==> src/common/bars_consts.svh <==
// Constants for the byte ALU slice
`ifndef BARS_CONSTS_SVH
`define BARS_CONSTS_SVH
`define BARS_DATA_W 8
`define BARS_ADDR_W 7
`define BARS_BYTE_ZERO 8'h00
`define BARS_NIB_ZERO 4'h0
`define BARS_WDOG_CLEAR 8'h00
`define BARS_PRE_CLEAR 8'h00
`define BARS_DEST_ACC 1'b0
`define BARS_DEST_FILE 1'b1
`define BARS_ADDR_ZERO 7'h00
`define BARS_FLAG_CLR 1'b0
`define BARS_FLAG_N_IDLE 1'b1
`define BARS_MSB 7
`define BARS_LSB 0
`define BARS_ROT_LSB 1
`define BARS_NIB_MSB 3
`define BARS_NIB_HI_LSB 4
`define BARS_BORROW_BIT 8
`define BARS_HALF_BORROW_BIT 4
`endif

==> src/common/bars_pkg.sv <==
// Types for the byte ALU slice
package bars_pkg;
  typedef enum logic [2:0] {
    BARS_OP_NONE,
    BARS_OP_ROTR,
    BARS_OP_SUBF,
    BARS_OP_SUBL,
    BARS_OP_SWAP,
    BARS_OP_XORL,
    BARS_OP_XORF,
    BARS_OP_SLEEP
  } bars_op_t;
  typedef enum logic {
    BARS_RUN,
    BARS_HALT
  } bars_state_t;
endpackage

==> src/hw/bars_alu.sv <==
// Execution slice: rotate, subtract, swap, xor and sleep
`timescale 1ns/1ns
`include "bars_consts.svh"

// Operation
// - Rotate right shifts the file byte through carry, only carry changes.
// - Destination bit 0 writes the accumulator, 1 writes the file address.
// - File minus accumulator sets carry and half-carry on no borrow.
// - Literal minus accumulator goes to the accumulator, flags updated.
// - Nibble swap exchanges the halves of the file byte, no flag changes.
// - Xor with literal goes to the accumulator and updates only zero.
// - Xor with file goes to the chosen destination and updates only zero.
// - Sleep loads the watchdog counter with zero and clears its prescaler.
// - Sleep clears power-down, sets time-out and halts with clock stopped.
module bars_alu (
  input wire logic clk,
  input wire logic rst,
  input wire logic op_valid,
  input wire bars_pkg::bars_op_t op,
  input wire logic dest_sel,
  input wire logic [6:0] file_addr,
  input wire logic [7:0] file_data,
  input wire logic [7:0] literal,
  input wire logic wake,
  output logic [7:0] acc,
  output logic carry_flag,
  output logic half_carry_flag,
  output logic zero_flag,
  output logic power_down_flag_n,
  output logic time_out_flag_n,
  output logic [7:0] watchdog_counter,
  output logic [7:0] watchdog_prescaler,
  output logic file_we,
  output logic [6:0] file_wr_addr,
  output logic [7:0] file_wr_data,
  output logic halted,
  output logic osc_run
);
  // ==========================================================
  // State
  logic [7:0] acc_q, acc_d;
  logic c_q, c_d, hc_q, hc_d, z_q, z_d;
  logic pwr_n_q, pwr_n_d, tmo_n_q, tmo_n_d;
  logic [7:0] wdog_q, wdog_d, pre_q, pre_d;
  logic halt_q, halt_d, osc_q, osc_d;
  logic we_q, we_d;
  logic [6:0] wa_q, wa_d;
  logic [7:0] wd_q, wd_d;
  bars_pkg::bars_state_t st_q, st_d;

  function automatic logic is_zero(input logic [7:0] v);
    is_zero = (v == `BARS_BYTE_ZERO);
  endfunction

  // ==========================================================
  // Next-state datapath
  always_comb
  begin
    logic [8:0] diff;
    logic [4:0] ndiff;
    logic [7:0] res;
    logic to_dest;
    diff = 9'h000;
    ndiff = 5'h00;
    res = `BARS_BYTE_ZERO;
    to_dest = 1'b0;
    acc_d = acc_q;
    c_d = c_q;
    hc_d = hc_q;
    z_d = z_q;
    pwr_n_d = pwr_n_q;
    tmo_n_d = tmo_n_q;
    wdog_d = wdog_q;
    pre_d = pre_q;
    we_d = 1'b0;
    wa_d = wa_q;
    wd_d = wd_q;
    st_d = st_q;
    if (st_q == bars_pkg::BARS_HALT)
    begin
      if (wake)
      begin
        st_d = bars_pkg::BARS_RUN;
      end
    end
    else if (op_valid)
    begin
      case (op)
        bars_pkg::BARS_OP_ROTR:
        begin
          res = {c_q, file_data[`BARS_MSB:`BARS_ROT_LSB]};
          c_d = file_data[`BARS_LSB];
          to_dest = 1'b1;
        end
        bars_pkg::BARS_OP_SUBF:
        begin
          diff = {1'b0, file_data} - {1'b0, acc_q};
          ndiff = {1'b0, file_data[`BARS_NIB_MSB:`BARS_LSB]}
            - {1'b0, acc_q[`BARS_NIB_MSB:`BARS_LSB]};
          res = diff[`BARS_MSB:`BARS_LSB];
          c_d = ~diff[`BARS_BORROW_BIT];
          hc_d = ~ndiff[`BARS_HALF_BORROW_BIT];
          z_d = is_zero(diff[`BARS_MSB:`BARS_LSB]);
          to_dest = 1'b1;
        end
        bars_pkg::BARS_OP_SUBL:
        begin
          diff = {1'b0, literal} - {1'b0, acc_q};
          ndiff = {1'b0, literal[`BARS_NIB_MSB:`BARS_LSB]}
            - {1'b0, acc_q[`BARS_NIB_MSB:`BARS_LSB]};
          acc_d = diff[`BARS_MSB:`BARS_LSB];
          c_d = ~diff[`BARS_BORROW_BIT];
          hc_d = ~ndiff[`BARS_HALF_BORROW_BIT];
          z_d = is_zero(diff[`BARS_MSB:`BARS_LSB]);
        end
        bars_pkg::BARS_OP_SWAP:
        begin
          res = {file_data[`BARS_NIB_MSB:`BARS_LSB],
            file_data[`BARS_MSB:`BARS_NIB_HI_LSB]};
          to_dest = 1'b1;
        end
        bars_pkg::BARS_OP_XORL:
        begin
          acc_d = acc_q ^ literal;
          z_d = is_zero(acc_q ^ literal);
        end
        bars_pkg::BARS_OP_XORF:
        begin
          res = acc_q ^ file_data;
          z_d = is_zero(res);
          to_dest = 1'b1;
        end
        bars_pkg::BARS_OP_SLEEP:
        begin
          wdog_d = `BARS_WDOG_CLEAR;
          pre_d = `BARS_PRE_CLEAR;
          pwr_n_d = `BARS_FLAG_CLR;
          tmo_n_d = `BARS_FLAG_N_IDLE;
          st_d = bars_pkg::BARS_HALT;
        end
        default:
        begin
          st_d = st_q;
        end
      endcase
      if (to_dest)
      begin
        if (dest_sel == `BARS_DEST_FILE)
        begin
          we_d = 1'b1;
          wa_d = file_addr;
          wd_d = res;
        end
        else
        begin
          acc_d = res;
        end
      end
    end
    halt_d = (st_d == bars_pkg::BARS_HALT);
    osc_d = (st_d == bars_pkg::BARS_RUN);
  end

  // ==========================================================
  // Registers
  always_ff @(posedge clk)
  begin
    if (rst)
    begin
      acc_q <= `BARS_BYTE_ZERO;
      c_q <= `BARS_FLAG_CLR;
      hc_q <= `BARS_FLAG_CLR;
      z_q <= `BARS_FLAG_CLR;
      pwr_n_q <= `BARS_FLAG_N_IDLE;
      tmo_n_q <= `BARS_FLAG_N_IDLE;
      wdog_q <= `BARS_WDOG_CLEAR;
      pre_q <= `BARS_PRE_CLEAR;
      we_q <= `BARS_FLAG_CLR;
      wa_q <= `BARS_ADDR_ZERO;
      wd_q <= `BARS_BYTE_ZERO;
      st_q <= bars_pkg::BARS_RUN;
      halt_q <= `BARS_FLAG_CLR;
      osc_q <= `BARS_FLAG_N_IDLE;
    end
    else
    begin
      acc_q <= acc_d;
      c_q <= c_d;
      hc_q <= hc_d;
      z_q <= z_d;
      pwr_n_q <= pwr_n_d;
      tmo_n_q <= tmo_n_d;
      wdog_q <= wdog_d;
      pre_q <= pre_d;
      we_q <= we_d;
      wa_q <= wa_d;
      wd_q <= wd_d;
      st_q <= st_d;
      halt_q <= halt_d;
      osc_q <= osc_d;
    end
  end

  assign acc = acc_q;
  assign carry_flag = c_q;
  assign half_carry_flag = hc_q;
  assign zero_flag = z_q;
  assign power_down_flag_n = pwr_n_q;
  assign time_out_flag_n = tmo_n_q;
  assign watchdog_counter = wdog_q;
  assign watchdog_prescaler = pre_q;
  assign file_we = we_q;
  assign file_wr_addr = wa_q;
  assign file_wr_data = wd_q;
  assign halted = halt_q;
  assign osc_run = osc_q;

  // ==========================================================
  // Checks
  logic run_ok;
  assign run_ok = op_valid && (st_q == bars_pkg::BARS_RUN);

  AST_ROTATE: assert property (@(posedge clk) disable iff (rst)
    run_ok && op == bars_pkg::BARS_OP_ROTR |=>
      carry_flag == $past(file_data[0])
      && zero_flag == $past(zero_flag)
      && half_carry_flag == $past(half_carry_flag))
    else $error("rotate flags wrong");
  AST_DEST_FILE: assert property (@(posedge clk) disable iff (rst)
    run_ok && op == bars_pkg::BARS_OP_SWAP && dest_sel |=> file_we
      && file_wr_addr == $past(file_addr) && acc == $past(acc))
    else $error("file destination wrong");
  AST_SUBF: assert property (@(posedge clk) disable iff (rst)
    run_ok && op == bars_pkg::BARS_OP_SUBF |=>
      carry_flag == ($past(acc) <= $past(file_data))
      && half_carry_flag == ($past(acc[3:0]) <= $past(file_data[3:0])))
    else $error("subtract file flags wrong");
  AST_SUBL: assert property (@(posedge clk) disable iff (rst)
    run_ok && op == bars_pkg::BARS_OP_SUBL |=>
      acc == 8'($past(literal) - $past(acc))
      && carry_flag == ($past(acc) <= $past(literal)))
    else $error("subtract literal wrong");
  AST_SWAP: assert property (@(posedge clk) disable iff (rst)
    run_ok && op == bars_pkg::BARS_OP_SWAP && !dest_sel |=>
      acc == {$past(file_data[3:0]), $past(file_data[7:4])}
      && $stable(zero_flag) && $stable(carry_flag))
    else $error("swap wrong");
  AST_XORL: assert property (@(posedge clk) disable iff (rst)
    run_ok && op == bars_pkg::BARS_OP_XORL |=>
      acc == ($past(acc) ^ $past(literal)) && $stable(carry_flag))
    else $error("xor literal wrong");
  AST_XORF: assert property (@(posedge clk) disable iff (rst)
    run_ok && op == bars_pkg::BARS_OP_XORF && dest_sel |=>
      file_wr_data == ($past(acc) ^ $past(file_data)) && $stable(acc))
    else $error("xor file wrong");
  AST_SLEEP_WDT: assert property (@(posedge clk) disable iff (rst)
    run_ok && op == bars_pkg::BARS_OP_SLEEP |=>
      watchdog_counter == 8'h00 && watchdog_prescaler == 8'h00)
    else $error("watchdog not cleared");
  AST_SLEEP_FLAGS: assert property (@(posedge clk) disable iff (rst)
    run_ok && op == bars_pkg::BARS_OP_SLEEP |=>
      !power_down_flag_n && time_out_flag_n && halted && !osc_run)
    else $error("sleep flags wrong");
  AST_ZERO: assert property (@(posedge clk) disable iff (rst)
    run_ok && op == bars_pkg::BARS_OP_XORL |=> zero_flag == (acc == 8'h00))
    else $error("zero flag wrong");

  COV_SLEEP: cover property (@(posedge clk) disable iff (rst)
    run_ok && op == bars_pkg::BARS_OP_SLEEP ##1 halted ##[1:20] !halted);
  COV_BORROW: cover property (@(posedge clk) disable iff (rst)
    run_ok && op == bars_pkg::BARS_OP_SUBF ##1 !carry_flag);
  COV_FILE_WR: cover property (@(posedge clk) disable iff (rst)
    file_we);
endmodule

==> config.mk <==
export PLATFORM = sky130hd
export DESIGN_NAME = bars_alu
export DESIGN_NICKNAME = d
export VERILOG_FILES = /design/src/common/bars_pkg.sv /design/src/hw/bars_alu.sv
export VERILOG_INCLUDE_DIRS = /design/src /design/src/common
export SDC_FILE = /design/constraint.sdc
export NUM_CORES = 1
export LEC_CHECK = 0
export BUFFER_PORTS_ARGS = -buffer_cell sky130_fd_sc_hd__buf_2
export CORE_UTILIZATION = 53
export CTS_CLUSTER_DIAMETER = 200
export DETAILED_ROUTE_END_ITERATION = 12
export HOLD_SLACK_MARGIN = 0.03
export MAX_ROUTING_LAYER = met4
export PLACE_DENSITY = 0.87
export SLEW_MARGIN = 20
export SYNTH_ARGS = -nofsm -noshare
export SYNTH_HDL_FRONTEND = slang
export SYNTH_SLANG_ARGS = --single-unit
==> constraint.sdc <==
create_clock -name clk -period 2.9 [get_ports clk]
set_input_delay 0.435 -clock clk [delete_from_list [all_inputs] [get_ports clk]]
set_output_delay 0.435 -clock clk [all_outputs]
set_load 0.02 [all_outputs]
==> out/results.txt <==
outcome -> completed
initial antenna violation count -> 0
most frequent cell after synthesis -> a21oi_1
fillcell total -> 418
main combinational cell family by area after synthesis -> compound AO/OA/AOI/OAI gates
row count -> 25
vias in the first global route -> 2,603
Cells after DPL -> 477
beginning of the worst hold path -> file_addr[6]
EDFF count, synth -> 0
layout cells sized above 1 -> 20.3%
Syn-to-layout area delta -> 14.0%
Via density -> 6.04
CP peak stage delay -> 470 ps
Final TNS setup -> 0 ps
reg2reg end -> acc[4]
Critical Path Sink Type -> register
clock buffer count from CTS -> 5
met1 Use GR -> 41.9%
CP Max Fanout -> 5
ys async rst share -> 0%
R2R setup slack -> 300 ps
clock tree buffer depth -> 2
GRT met2 Usage -> 46.7%
pin slew with the least headroom to its limit -> 597 ps
design area -> 3130 sq um
I/O Pins -> 78
Non-Filler Instances -> 485
Final setup viols -> 0
CP max stage cell -> dfxtp_1
adder-cell share of the synthesized area -> 9.21%
via count -> 2,931
gr usage total -> 30.8%
grt total ovfl -> 0
crit share post-route -> 89.5%
min-delay worst type -> input port to register
worst vdd ir -> 274 uV
Slew Limit Fails -> 0
minimum clock period -> 2600 ps
Worst Setup Start Kind -> register
Final Power -> 1.56 mW
HPWL after DPL -> 6100 microns
Remaining DRCs -> 0
CTS tree -> yes
dpl cell area -> 2990 sq um
Die Area -> 5470 sq um
drt pass-1 iters -> 5
setup repair bufs after CTS -> 0
Cells after Synth -> 371
Post-DRT Antenna Nets -> 0
Routed wire per std cell -> 16.4 microns
R2R depth -> 9
WHS -> 395 ps
Slew headroom -> 60.2%
Post-CTS Hold Fix Bufs -> 0
Clock Pin Slew Worst Setup and Hold Paths -> 70 ps
Compound-Gate Fraction of Synth Area -> 30.3%
clk root buf -> clkbuf_8
Layout Nets -> 467
pwr dens -> 497 nW/um^2
# diodes -> 0
busiest grt layer -> met2
Resized cells post-CTS -> 0
#FFs+latches synth -> 30
Buffers on Ports -> 60
first-pass GRT wire length -> 12,500 microns
insertion delay to the later sink of the worst-skew pair -> 280 ps
Setup Crit Path Kind -> register to register
Setup WS post-layout -> 303 ps
worst endpoint data arrival time -> 2750 ps
max-cap viol count -> 0
post-synthesis mux area share -> 1.87%
Mean Syn Cell Area -> 7.40 sq um
top cells by area, synth -> dfxtp_1 22%, ha_1 7.8%, a21oi_1 6.9%, nor2_1 4.9%, buf_4 4.7%
largest net degree at the start of global routing -> 32
Layout Utilization -> 64.5%
dpl ws -> 275 ps
area of the mapped netlist -> 2740 sq um
origin of the critical flop-to-flop path -> acc[0]
top cell type's share of synthesized area -> 21.9%
Synth area leader -> dfxtp_1
Req. time, crit path -> 3050 ps
XOR/XNOR Fraction of Synth Area -> 3.83%
RSZ-0062 raised after global routing -> no
Layout Skew -> 7.13 ps
gpl congestion -> 1.01
Synth Area in Simple Gates -> 21.0%
top_reg_cell synth -> dfxtp_1
Fmax -> 385 MHz
core region area -> 4850 sq um
Seq/Total Area, Yosys -> 21.9%
Die W -> 74.0 microns
htree depth -> 2
Synth warnings -> 0
top cell types by occurrence after synthesis -> 38 x a21oi_1, 36 x nor2_1, 31 x nand2_1
Final Hold Fails -> 0
worst hold path endpoint -> file_wr_addr[6]
worst path cell trace -> ha_1, inv_1, fa_1, a21o_1, a211oi_1, xor2_1, o22ai_1, nor3_1, a2111oi_0
Die Height -> 74.0 microns
Total Routed Length -> 7930 microns
hold depth -> 3
initial DRC count -> 308
Initial Utilization -> 56.6%
clock sinks -> 30
synth unique cells -> 60
met3 usage -> 4.07%
leak pwr -> 1.36 nW
==> how the worst max path moves through the flow <==
stage                  from  endpoint
6_report             acc[0]    acc[4]
5_1_grt              acc[0]    acc[4]
4_1_cts              acc[0]    acc[4]
3_5_place_dp   file_data[0]    acc[4]
3_3_place_gp   file_data[0]    acc[4]
2_1_floorplan        acc[0]    acc[4]
==> cell usage in the layout (no fill, tap or decap), types with 3 or more instances in the layout <==
cell / count
o211ai_1: 3
a211oi_1: 6
nand3_1: 5
clkbuf_8: 6
nand2b_1: 10
dfxtp_1: 30
a21o_1: 9
mux2i_1: 4
a22oi_1: 7
nand4_1: 5
nand3b_1: 3
o21bai_1: 4
buf_4: 6
xnor2_1: 6
ha_1: 17
buf_2: 60
nor2b_1: 8
a31oi_1: 9
or3_1: 3
o21ai_0: 16
nor2_1: 36
a21oi_1: 38
nand2_1: 31
xor2_1: 6
conb_1: 17
nor3_1: 9
inv_1: 20
==> layer usage <==
layer,vias to the layer above,share of wire (%)
li1,1396,-
met1,1342,43
met5,-,0
met2,172,45
met4,0,2.5
met3,21,9.9
==> area by class of cell <==
class                           count  area, sq um  area share (%)
Timing Repair Buffer               66          345            11.0
Clock buffer                        6         82.6            2.64
Clock inverter                      2         60.1            1.92
Sequential cell                    30          601            19.2
Multi-Input combinational cell    294         1880            60.1
Inverter                           20         75.1            2.40
Tap cell                           67         83.8            2.68
==> critical path: cells and delay by family, from the launching register on <==
kind / cells / cell delay [ps]
AND/OR/NAND/NOR: 1 / 70
adder cells (fa/ha/maj): 2 / 660
flip-flops: 1 / 470
AO/OA/AOI/OAI: 4 / 1110
buffers and inverters: 1 / 60
XOR/XNOR: 1 / 110
==> kinds of logic (layout without fill, tap and decap cells) <==
family	count (synthesis)	count (layout)
buffers and inverters	62	94
adders and majority gates	19	19
AOI/OAI and AO/OA	121	121
other	2	17
muxes	5	5
xor gates and xnor gates	12	12
and+or+nand+nor	120	120
DFF	30	30
==> report_power, final <==
group,internal (mW),switching [mW]
combinational,0.209,0.360
clock,0.367,0.165
sequential,0.437,0.0197
total,1.01,0.544
Power figures use the tool's default switching activity.
